**config.mk**
```make
export PLATFORM = sky130hd
export DESIGN_NAME = aif_top
export DESIGN_NICKNAME = d
export VERILOG_FILES = /design/src/hdl/aif_pkg.sv /design/src/hdl/aif_filter.sv /design/src/hdl/aif_top.sv
export SDC_FILE = /design/constraint.sdc
export NUM_CORES = 1
export LEC_CHECK = 0
export ABC_AREA = 1
export BUFFER_PORTS_ARGS = -buffer_cell sky130_fd_sc_hd__buf_2
export CAP_MARGIN = 40
export CORE_MARGIN = 2
export CORE_UTILIZATION = 35
export DETAILED_ROUTE_END_ITERATION = 8
export PLACE_DENSITY = 0.51
export SYNTH_ARGS = -nofsm -noshare
export SYNTH_HDL_FRONTEND = slang
export SYNTH_HIERARCHICAL = 1
export SYNTH_SLANG_ARGS = --single-unit
```
**constraint.sdc**
```tcl
create_clock -name CORE_CLK -period 12.1 [get_ports CORE_CLK]
set_input_delay 2.42 -clock CORE_CLK [delete_from_list [all_inputs] [get_ports CORE_CLK]]
set_output_delay 2.42 -clock CORE_CLK [all_outputs]
set_load 0.05 [all_outputs]
```
**src/hdl/aif_pkg.sv**
```systemverilog
// Shared constants for the axis input filter and external drive block
package aif_pkg;
	// ----------------------------------------------------------------
	// Sizes
	// ----------------------------------------------------------------
	localparam int NUM_AXES = 4;
	localparam int AXIS_SIGS = 10;
	localparam int GLOBAL_SIGS = 2;
	localparam int ADDR_W = 4;
	localparam int DATA_W = 16;

	// ----------------------------------------------------------------
	// Register addresses
	// ----------------------------------------------------------------
	localparam logic [3:0] ADDR_COMMAND = 4'h0;
	localparam logic [3:0] ADDR_EXT_STAGE = 4'h1;
	localparam logic [3:0] ADDR_MODE3_BASE = 4'h4;
	localparam logic [3:0] ADDR_STATUS_BASE = 4'h8;
	localparam logic [3:0] ADDR_EXT_ACTIVE_BASE = 4'hc;

	// ----------------------------------------------------------------
	// Field positions and codes
	// ----------------------------------------------------------------
	localparam int DELAY_SEL_MSB = 15;
	localparam int DELAY_SEL_LSB = 13;
	localparam int FE_MSB = 12;
	localparam int FE_LSB = 8;
	localparam int FE_EMG_BIT = 8;
	localparam int FE_SHARED_PULSE_BIT = 11;
	localparam int EXT_MODE_MSB = 4;
	localparam int EXT_MODE_LSB = 3;
	localparam int CMD_CODE_MSB = 7;
	localparam int CMD_AXIS_LSB = 8;
	localparam logic [7:0] CMD_SET_EXTENSION = 8'h60;
	localparam logic [15:0] EXT_RESET = 16'h0000;
	localparam logic [15:0] MODE3_RESET = 16'h0000;

	// External drive mode encodings
	localparam logic [1:0] EXT_FIXED = 2'b10;
	localparam logic [1:0] EXT_CONT = 2'b01;
	localparam logic [1:0] EXT_PULSER = 2'b11;

	// ----------------------------------------------------------------
	// Filter timing
	// ----------------------------------------------------------------
	localparam int CLK_PERIOD_NS = 10;
	localparam int FILT_STEPS = 8;
	localparam int FILT_CNT_W = 3;
	localparam int DELAY_CODE0_NS = 2000;
	localparam int DELAY_CODE1_NS = 256000;
	localparam int TICK0_CYCLES = DELAY_CODE0_NS / FILT_STEPS / CLK_PERIOD_NS;
	localparam int TICK1_CYCLES = DELAY_CODE1_NS / FILT_STEPS / CLK_PERIOD_NS;
	localparam int NUM_CODES = 8;
endpackage : aif_pkg

```
**src/hdl/aif_filter.sv**
```systemverilog
// Integrating input filter for a group of signals sharing one tick
`timescale 1ns/1ns
`default_nettype none
module aif_filter #(
	parameter int WIDTH = 10
) (
	// Clock and reset
	input wire logic clk,
	input wire logic rst_n,
	// Step enable from the delay divider
	input wire logic tick,
	// Signals
	input wire logic [WIDTH-1:0] sig_in,
	input wire logic [WIDTH-1:0] enable,
	output logic [WIDTH-1:0] sig_out
);
	localparam logic [aif_pkg::FILT_CNT_W-1:0] FULL = '1;

	genvar i;
	generate
		for (i = 0; i < WIDTH; i++)
		begin : g_sig
			logic [aif_pkg::FILT_CNT_W-1:0] cnt_ff;

			// Integrator: counts toward the input level on each tick
			always_ff @(posedge clk or negedge rst_n)
			begin
				if (!rst_n)
					cnt_ff <= '0;
				else if (!enable[i])
					cnt_ff <= sig_in[i] ? FULL : '0; // Parked so enabling causes no glitch
				else if (tick && sig_in[i] && cnt_ff != FULL)
					cnt_ff <= cnt_ff + 1'b1;
				else if (tick && !sig_in[i] && cnt_ff != '0)
					cnt_ff <= cnt_ff - 1'b1;
			end

			// Output moves one tick after saturation, so a change takes eight ticks
			// and a pulse of seven ticks or less never gets through
			always_ff @(posedge clk or negedge rst_n)
			begin
				if (!rst_n)
					sig_out[i] <= 1'b1; // Inputs idle high
				else if (!enable[i])
					sig_out[i] <= sig_in[i];
				else if (tick && cnt_ff == FULL && sig_in[i])
					sig_out[i] <= 1'b1;
				else if (tick && cnt_ff == '0 && !sig_in[i])
					sig_out[i] <= 1'b0;
			end
		end
	endgenerate
endmodule : aif_filter
`default_nettype wire

```
**src/hdl/aif_top.sv**
```systemverilog
// Four-axis input filtering and external drive triggering
// ----------------------------------------------------------------
// How it works
// Bits 15..13 of extension word pick one of eight filter delays.
// Delay 2 us at code 0, 256 us at code 1, doubling to 16.384 ms.
// Rejected noise width is seven eighths of the delay at each code.
// Five group enable bits, 8..12: one filters, zero passes through.
// Bit8 stop/limits/in0/in1, bit9 in2, bit10 inpos/alarm, bit11 ext, bit12 in3.
// Emergency stop and shared pulse enables come from axis zero only.
// Reset clears every extension bit, so all filters pass through.
// Extension settings take effect on selected axes when command 60h issues.
// Every axis has its own identical filter with its own settings.
// Mode3 bits 4..3: 10 fixed, 01 continuous, 11 pulser, else inert.
// Outside party idles drive inputs high and presets parameters first.
// Fixed mode: falling plus starts plus drive, falling minus starts minus.
// Outside party holds a trigger low for more than four clocks.
// Fixed mode ignores new falling edges while its drive still runs.
// Continuous mode: falling edge starts drive that lasts while input low.
// Release stops: decelerating if trapezoidal, sudden if constant speed.
// Pulser mode: phase B low at phase A edge starts a minus drive.
// Pulser mode outputs P pulses on each rising and falling A edge.
// Host sets speed at least 2*F*P and initial speed equal to it.
// Pulser mode: phase B high at phase A edge starts a plus drive.
// Each filter is an up/down integrator whose output moves on saturation.
// ----------------------------------------------------------------
//
// Strobed register access and the placing of the registers were chosen for this implementation.
`timescale 1ns/1ns
`default_nettype none
module aif_top #(
	parameter int TICK0_CYCLES = aif_pkg::TICK0_CYCLES,
	parameter int TICK1_CYCLES = aif_pkg::TICK1_CYCLES
) (
	// Clock and reset
	input wire logic CORE_CLK,
	input wire logic RESET_N,
	// Register port
	input wire logic [aif_pkg::ADDR_W-1:0] REG_ADDR,
	input wire logic [aif_pkg::DATA_W-1:0] REG_WDATA,
	input wire logic REG_WR,
	input wire logic REG_RD,
	output logic [aif_pkg::DATA_W-1:0] REG_RDATA,
	// Raw chip-wide inputs, active low
	input wire logic EMG_STOP_N,
	input wire logic SHARED_EXT_PULSE_N,
	// Raw per-axis inputs, active low, one bit per axis
	input wire logic [3:0] PLUS_LIMIT_N,
	input wire logic [3:0] MINUS_LIMIT_N,
	input wire logic [3:0] GEN_IN0_N,
	input wire logic [3:0] GEN_IN1_N,
	input wire logic [3:0] GEN_IN2_N,
	input wire logic [3:0] GEN_IN3_N,
	input wire logic [3:0] IN_POSITION_N,
	input wire logic [3:0] SERVO_ALARM_N,
	input wire logic [3:0] EXT_PLUS_N,
	input wire logic [3:0] EXT_MINUS_N,
	// Drive generator state per axis
	input wire logic [3:0] AXIS_BUSY,
	input wire logic [3:0] AXIS_TRAPEZOID,
	// Filtered inputs
	output logic EMG_STOP_FILT_N,
	output logic SHARED_EXT_PULSE_FILT_N,
	output logic [39:0] AXIS_FILT_N,
	// Drive requests per axis
	output logic [3:0] START_FIXED,
	output logic [3:0] START_CONT,
	output logic [3:0] DIR_MINUS,
	output logic [3:0] STOP_DECEL,
	output logic [3:0] STOP_SUDDEN
);
	localparam int NA = aif_pkg::NUM_AXES;
	localparam int NS = aif_pkg::AXIS_SIGS;
	localparam int T0W = $clog2(TICK0_CYCLES + 1);
	localparam int T1W = $clog2(TICK1_CYCLES + 1);
	localparam logic [T0W-1:0] T0_LAST = T0W'(TICK0_CYCLES - 1);
	localparam logic [T1W-1:0] T1_LAST = T1W'(TICK1_CYCLES - 1);

	// Expand five group enables onto the ten per-axis signals
	function automatic logic [9:0] group_map(input logic [4:0] fe);
		group_map = {fe[4], fe[3], fe[3], fe[2], fe[2], fe[1],
			fe[0], fe[0], fe[0], fe[0]};
	endfunction : group_map

	// ----------------------------------------------------------------
	// Reset release
	// ----------------------------------------------------------------
	logic rst_meta_ff;
	logic rst_n_ff;

	// Release through two flops; assertion stays asynchronous
	always_ff @(posedge CORE_CLK or negedge RESET_N)
	begin
		if (!RESET_N)
		begin
			rst_meta_ff <= 1'b0;
			rst_n_ff <= 1'b0;
		end
		else
		begin
			rst_meta_ff <= 1'b1;
			rst_n_ff <= rst_meta_ff;
		end
	end

	// ----------------------------------------------------------------
	// Registers
	// ----------------------------------------------------------------
	logic [15:0] ext_stage_ff;
	logic [15:0] ext_active_ff [NA];
	logic [15:0] mode3_ff [NA];
	logic [7:0] cmd_last_ff;
	logic cmd_ext_hit;

	assign cmd_ext_hit = REG_WR && REG_ADDR == aif_pkg::ADDR_COMMAND
		&& REG_WDATA[aif_pkg::CMD_CODE_MSB:0] == aif_pkg::CMD_SET_EXTENSION;

	// Staged extension word; shared by all axes until applied
	always_ff @(posedge CORE_CLK or negedge rst_n_ff)
	begin
		if (!rst_n_ff)
			ext_stage_ff <= aif_pkg::EXT_RESET;
		else if (REG_WR && REG_ADDR == aif_pkg::ADDR_EXT_STAGE)
			ext_stage_ff <= REG_WDATA;
	end

	// Last command code, kept for readback
	always_ff @(posedge CORE_CLK or negedge rst_n_ff)
	begin
		if (!rst_n_ff)
			cmd_last_ff <= 8'h00;
		else if (REG_WR && REG_ADDR == aif_pkg::ADDR_COMMAND)
			cmd_last_ff <= REG_WDATA[aif_pkg::CMD_CODE_MSB:0];
	end

	genvar a;
	generate
		for (a = 0; a < NA; a++)
		begin : g_reg
			// Apply staged settings only to axes named in the command
			always_ff @(posedge CORE_CLK or negedge rst_n_ff)
			begin
				if (!rst_n_ff)
					ext_active_ff[a] <= aif_pkg::EXT_RESET;
				else if (cmd_ext_hit && REG_WDATA[aif_pkg::CMD_AXIS_LSB + a])
					ext_active_ff[a] <= ext_stage_ff;
			end

			// Per-axis mode word three
			always_ff @(posedge CORE_CLK or negedge rst_n_ff)
			begin
				if (!rst_n_ff)
					mode3_ff[a] <= aif_pkg::MODE3_RESET;
				else if (REG_WR && REG_ADDR == aif_pkg::ADDR_MODE3_BASE + 4'(a))
					mode3_ff[a] <= REG_WDATA;
			end
		end
	endgenerate

	// ----------------------------------------------------------------
	// Delay tick divider
	// ----------------------------------------------------------------
	logic [T0W-1:0] div0_ff;
	logic [T1W-1:0] div1_ff;
	logic [5:0] dbl_ff;
	logic [7:0] tick;

	// Code 0 base rate
	always_ff @(posedge CORE_CLK or negedge rst_n_ff)
	begin
		if (!rst_n_ff)
			div0_ff <= '0;
		else if (div0_ff == T0_LAST)
			div0_ff <= '0;
		else
			div0_ff <= div0_ff + 1'b1;
	end

	// Code 1 base rate, and a binary chain for the doublings
	always_ff @(posedge CORE_CLK or negedge rst_n_ff)
	begin
		if (!rst_n_ff)
		begin
			div1_ff <= '0;
			dbl_ff <= '0;
		end
		else if (div1_ff == T1_LAST)
		begin
			div1_ff <= '0;
			dbl_ff <= dbl_ff + 1'b1;
		end
		else
			div1_ff <= div1_ff + 1'b1;
	end

	assign tick[0] = div0_ff == T0_LAST;
	assign tick[1] = div1_ff == T1_LAST;

	// Each further code halves the tick rate
	genvar k;
	generate
		for (k = 2; k < aif_pkg::NUM_CODES; k++)
		begin : g_tick
			assign tick[k] = tick[1] && (&dbl_ff[k-2:0]);
		end
	endgenerate

	// ----------------------------------------------------------------
	// Filters
	// ----------------------------------------------------------------
	logic [NS-1:0] filt [NA];

	generate
		for (a = 0; a < NA; a++)
		begin : g_filt
			logic [NS-1:0] raw;
			logic [2:0] code;

			assign raw = {GEN_IN3_N[a], EXT_MINUS_N[a], EXT_PLUS_N[a], SERVO_ALARM_N[a],
				IN_POSITION_N[a], GEN_IN2_N[a], GEN_IN1_N[a], GEN_IN0_N[a],
				MINUS_LIMIT_N[a], PLUS_LIMIT_N[a]};
			assign code = ext_active_ff[a][aif_pkg::DELAY_SEL_MSB:aif_pkg::DELAY_SEL_LSB];

			// Own delay and enables per axis
			aif_filter #(.WIDTH(NS)) u_filt (
				.clk(CORE_CLK),
				.rst_n(rst_n_ff),
				.tick(tick[code]),
				.sig_in(raw),
				.enable(group_map(ext_active_ff[a][aif_pkg::FE_MSB:aif_pkg::FE_LSB])),
				.sig_out(filt[a])
			);
			assign AXIS_FILT_N[a*NS +: NS] = filt[a];
		end
	endgenerate

	// Chip-wide inputs use the first axis's settings
	aif_filter #(.WIDTH(aif_pkg::GLOBAL_SIGS)) u_filt_global (
		.clk(CORE_CLK),
		.rst_n(rst_n_ff),
		.tick(tick[ext_active_ff[0][aif_pkg::DELAY_SEL_MSB:aif_pkg::DELAY_SEL_LSB]]),
		.sig_in({SHARED_EXT_PULSE_N, EMG_STOP_N}),
		.enable({ext_active_ff[0][aif_pkg::FE_SHARED_PULSE_BIT],
			ext_active_ff[0][aif_pkg::FE_EMG_BIT]}),
		.sig_out({SHARED_EXT_PULSE_FILT_N, EMG_STOP_FILT_N})
	);

	// ----------------------------------------------------------------
	// External drive triggering
	// ----------------------------------------------------------------
	generate
		for (a = 0; a < NA; a++)
		begin : g_ext
			logic plus_prev_ff;
			logic minus_prev_ff;
			logic pending_ff;
			logic cont_on_ff;
			logic cont_minus_ff;
			logic [1:0] mode;
			logic plus_fall;
			logic minus_fall;
			logic a_edge;
			logic fixed_go;
			logic cont_go;
			logic cont_end;
			logic plus_lvl;
			logic minus_lvl;

			assign plus_lvl = filt[a][7];
			assign minus_lvl = filt[a][8];
			assign mode = mode3_ff[a][aif_pkg::EXT_MODE_MSB:aif_pkg::EXT_MODE_LSB];
			assign plus_fall = plus_prev_ff && !plus_lvl;
			assign minus_fall = minus_prev_ff && !minus_lvl;
			assign a_edge = plus_prev_ff != plus_lvl;
			// Busy can lag the start by a cycle, so the pending flag covers the gap
			assign fixed_go = mode == aif_pkg::EXT_FIXED && (plus_fall || minus_fall)
				&& !AXIS_BUSY[a] && !pending_ff;
			assign cont_go = mode == aif_pkg::EXT_CONT && !cont_on_ff
				&& (plus_fall || minus_fall);
			assign cont_end = cont_on_ff
				&& (cont_minus_ff ? minus_lvl : plus_lvl);

			// Edge history
			always_ff @(posedge CORE_CLK or negedge rst_n_ff)
			begin
				if (!rst_n_ff)
				begin
					plus_prev_ff <= 1'b1;
					minus_prev_ff <= 1'b1;
				end
				else
				begin
					plus_prev_ff <= plus_lvl;
					minus_prev_ff <= minus_lvl;
				end
			end

			// Fixed drive in flight until busy is seen
			always_ff @(posedge CORE_CLK or negedge rst_n_ff)
			begin
				if (!rst_n_ff)
					pending_ff <= 1'b0;
				else if (fixed_go)
					pending_ff <= 1'b1;
				else if (AXIS_BUSY[a])
					pending_ff <= 1'b0;
			end

			// Continuous drive held while its input stays low
			always_ff @(posedge CORE_CLK or negedge rst_n_ff)
			begin
				if (!rst_n_ff)
				begin
					cont_on_ff <= 1'b0;
					cont_minus_ff <= 1'b0;
				end
				else if (cont_go)
				begin
					cont_on_ff <= 1'b1;
					cont_minus_ff <= !plus_fall; // Plus wins a tie
				end
				else if (cont_end || mode != aif_pkg::EXT_CONT)
					cont_on_ff <= 1'b0;
			end

			// Start, stop and direction requests
			always_ff @(posedge CORE_CLK or negedge rst_n_ff)
			begin
				if (!rst_n_ff)
				begin
					START_FIXED[a] <= 1'b0;
					START_CONT[a] <= 1'b0;
					STOP_DECEL[a] <= 1'b0;
					STOP_SUDDEN[a] <= 1'b0;
					DIR_MINUS[a] <= 1'b0;
				end
				else
				begin
					START_FIXED[a] <= fixed_go
						|| (mode == aif_pkg::EXT_PULSER && a_edge);
					START_CONT[a] <= cont_go;
					STOP_DECEL[a] <= cont_end && AXIS_TRAPEZOID[a];
					STOP_SUDDEN[a] <= cont_end && !AXIS_TRAPEZOID[a];
					if (mode == aif_pkg::EXT_PULSER && a_edge)
						DIR_MINUS[a] <= !minus_lvl;
					else if (fixed_go || cont_go)
						DIR_MINUS[a] <= !plus_fall;
				end
			end
		end
	endgenerate

	// ----------------------------------------------------------------
	// Readback
	// ----------------------------------------------------------------
	logic [15:0] rd_mux;

	// Status words show filtered levels and the axis drive state
	always_comb
	begin
		rd_mux = 16'h0000;
		if (REG_ADDR == aif_pkg::ADDR_COMMAND)
			rd_mux = {8'h00, cmd_last_ff};
		else if (REG_ADDR == aif_pkg::ADDR_EXT_STAGE)
			rd_mux = ext_stage_ff;
		else if (REG_ADDR[3:2] == aif_pkg::ADDR_MODE3_BASE[3:2])
			rd_mux = mode3_ff[REG_ADDR[1:0]];
		else if (REG_ADDR[3:2] == aif_pkg::ADDR_STATUS_BASE[3:2])
			rd_mux = {AXIS_BUSY[REG_ADDR[1:0]], 2'b00, SHARED_EXT_PULSE_FILT_N,
				EMG_STOP_FILT_N, 1'b0, filt[REG_ADDR[1:0]]};
		else if (REG_ADDR[3:2] == aif_pkg::ADDR_EXT_ACTIVE_BASE[3:2])
			rd_mux = ext_active_ff[REG_ADDR[1:0]]; // Holes at 2 and 3 read zero
	end

	// Data stand only in the cycle after the read strobe
	always_ff @(posedge CORE_CLK or negedge rst_n_ff)
	begin
		if (!rst_n_ff)
			REG_RDATA <= 16'h0000;
		else if (REG_RD)
			REG_RDATA <= rd_mux;
		else
			REG_RDATA <= 16'h0000;
	end
endmodule : aif_top
`default_nettype wire

```
==> run_results.csv <==
group,metric,value,unit
global_routing,antenna_found_initial,8,
final_layout,area_delta_synth_final,15.3,%
route,viasPerCell,4.96,
critical_path,crit_arrival,4720,ps
critical_path,worstPathBufferInverterCount,2,
global_routing,grt_max_degree,143,
global_routing,grt_pass1_vias,19400,
placement,io_buffers,151,
global_routing,use_met2,0.305,
clock_tree,ctsResizeCount,0,
placement,gp_congestion,0.898,
clock_tree,root_buffer,"clkbuf_16",
global_routing,grt_first_pass_wirelength,105000,um
global_routing,grt_util_met3,0.0430,
final_layout,drive_above_1_share,0.145,
route,drt-total-wl,66300,um
placement,dpl_cell_area,24500,sq um
final_layout,design_area,26300,sq um
global_routing,top_usage_layer,"met2",
placement,pre_cts_ws,7280,ps
run_status,status,"finished clean",
yosys,syn-num-nets,3142,
critical_path,cpMaxStageDelayCell,"nor2_4",
critical_path,cp-start-kind,"input pin",
global_routing,grt_overflow_total,0,
route,drcViolationCount,0,
yosys,synth.distinct_cells,50,
clock_tree,cts_buffers,49,
yosys,synth_edf_count,0,
yosys,syn_area_per_cell,7.57,sq um
critical_path,worstPathMaxFanout,21,
die,rows,93,
timing,tightest_slew,883,ps
timing,max_freq,235,MHz
die,dieArea,67300,sq um
route,routedWlPerCell,16.3,um
yosys,synth-seq-cells,401,
clock_tree,cts_tree,"yes",
critical_path,criticalPathCategory,"input pin to flip-flop",
hold_path,min_path_type,"flip-flop to flip-flop",
final_layout,fin_cells,4067,
final_layout,nNetsFinal,3293,
power,ir_drop,107,uV
yosys,synth-seq-area-share,0.442,
timing,skew,21.5,ps
critical_path,crit_path_max_incr_delay,520,ps
power,power_leakage,13.1,nW
route,drt_first_iter_violations,1526,
clock_tree,cts_setup_buffers,0,
timing,whs,355,ps
die,core,64500,sq um
flow_run,cap_violations,0,
critical_path,crit_required,12560,ps
clock_tree,clock_path_buffers,3,
clock_tree,clkSinkCount,401,
critical_path,path_common_cell,"nor2_4",
timing,period_minus_slack,4260,ps
die,initial_utilization,0.354,
timing,rsz0062_at_grt,"false",
critical_path,endpoint_kind,"flip-flop",
clock_tree,path_clk_slew,60,ps
timing,hold_violations,0,
timing,setup_viol,0,
placement,dp.cells,3971,
route,drt_pass1_iterations,7,
yosys,syn_inst,3016,
die,die-height,259,um
placement,hpwl,48700,um
route,ant_nets,0,
final_layout,final_cell_mix,"nand2_1, inv_1, dfrtp_1",
clock_tree,cts_hold_buf,0,
critical_path,crit_chain,"buf_2 > nor2_4 > nand2_4 > nor2_4 > nand3_4 > nor2_4 > inv_1 > nand2_1 > nand2_1",
final_layout,nFillCells,6570,
timing,min_period_over_period,0.352,
die,ios,152,
critical_path,crit_family,"simple AND/OR/NAND/NOR gates",
timing,finalWorstSetupSlack,7840,ps
clock_tree,clk_latency,600,ps
timing,relSlewSlack,0.409,
die,die_w,259,um
global_routing,grtUsageMet1,0.268,
yosys,dominantRegCellSynth,"dfrtp_1",
final_layout,layout_commonest_cell,"nand2_1",
route,routed-via-count,20200,
timing,slew_violations,0,
global_routing,track_usage,0.197,
clock_tree,h-tree-depth,2,
power,power_density,142,nW/um^2
yosys,synth_area,22800,sq um
yosys,async_flop_share,1.00,
yosys,synth_warnings,6,
timing,fin_tns_setup,0,ps
## state kept, by name, summed over array words and instances, names as in the netlist, 2 cells and up
signal                      cells
g_ext.pending_ff                4
mode3_ff                       56
START_FIXED                     4
g_ext.cont_minus_ff             4
g_ext.mode                      8
g_ext.plus_prev_ff              4
div1_ff                        12
cmd_last_ff                     8
g_filt.u_filt/g_sig.cnt_ff    120
u_filt_global/sig_out           2
u_filt_global/g_sig.cnt_ff      6
div0_ff                         5
STOP_DECEL                      4
dbl_ff                          6
ext_active_ff                  64
START_CONT                      4
DIR_MINUS                       4
ext_stage_ff                   16
REG_RDATA                      16
g_ext.minus_prev_ff             4
g_ext.cont_on_ff                4
g_filt.u_filt/sig_out          40
STOP_SUDDEN                     4
## metal layers
metal	vias up	part of all wire
met2	472	0.44
li1	10000	-
met5	-	0.00060
met1	9563	0.46
met3	121	0.067
met4	8	0.040
## logic make-up after synthesis
kind of cell	count (synthesis)	share of synthesized area
AND/OR/NAND/NOR	1639	0.313
XOR/XNOR	7	0.00268
AO/OA/AOI/OAI	431	0.105
flip-flops	401	0.442
adder cells (fa/ha/maj)	52	0.0423
multiplexers	20	0.00964
other	1	0.000164
buffers and inverters	465	0.0854
## final timing paths
path | from | to | slack (ps) | cells past startpoint
worst max-delay path | REG_ADDR[0] | ext_active_ff[35] | 7840 | 9
worst min-delay path | rst_meta_ff | rst_n_ff | 350 | 0
worst max register to register | div1_ff[0] | g_filt[2].u_filt/g_sig[6].cnt_ff[2] | 8410 | 17
worst min register to register | rst_meta_ff | rst_n_ff | 350 | 0
max in group asynchronous | rst_n_ff | g_filt[0].u_filt/g_sig[0].cnt_ff[0] | 9800 | 2
min in group asynchronous | rst_n_ff | g_filt[3].u_filt/g_sig[0].cnt_ff[0] | 400 | 0
## cell usage after synthesis, types with 18 or more instances
master / instances / area [sq um]
o21ai_0: 121 / 606
inv_1: 369 / 1390
dfstp_2: 50 / 1310
a21oi_1: 214 / 1070
nor2_1: 323 / 1210
fa_1: 42 / 841
buf_2: 21 / 105
o221ai_1: 18 / 158
or2_2: 37 / 231
inv_2: 21 / 78.8
nor3b_1: 19 / 143
o211ai_1: 30 / 225
dfrtp_1: 351 / 8780
nor2_2: 23 / 144
clkbuf_1: 18 / 67.6
nand4_1: 45 / 282
nand2_2: 24 / 150
nand2_1: 849 / 3190
nand3_1: 281 / 1410
## metrics by stage
stage,utilization,total power [mW]
2_1_floorplan,-,1.93
3_3_place_gp,0.377,2.10
3_5_place_dp,0.380,2.11
4_1_cts,0.408,3.78
5_1_grt,0.408,3.90
6_report,0.408,3.73
## power by group
group	switching, mW	leakage (nW)	internal [mW]
clock network	0.604	0.885	1.04
logic	0.332	7.44	0.147
registers	0.130	4.74	1.48
total	1.07	13.1	2.66
## area by class of cell
cell class | instances | area [sq um] | share of cell area
well taps | 855 | 1070 | 0.0406
repair buffers | 168 | 1050 | 0.0400
multi-input cells | 2150 | 10800 | 0.410
clock buffers | 76 | 1490 | 0.0566
inverters | 397 | 1500 | 0.0570
clock inverters | 16 | 309 | 0.0117
diodes | 4 | 10.0 | 0.000380
flip-flops and latches | 401 | 10100 | 0.384
Note: power is estimated with default switching activity, not from simulation.
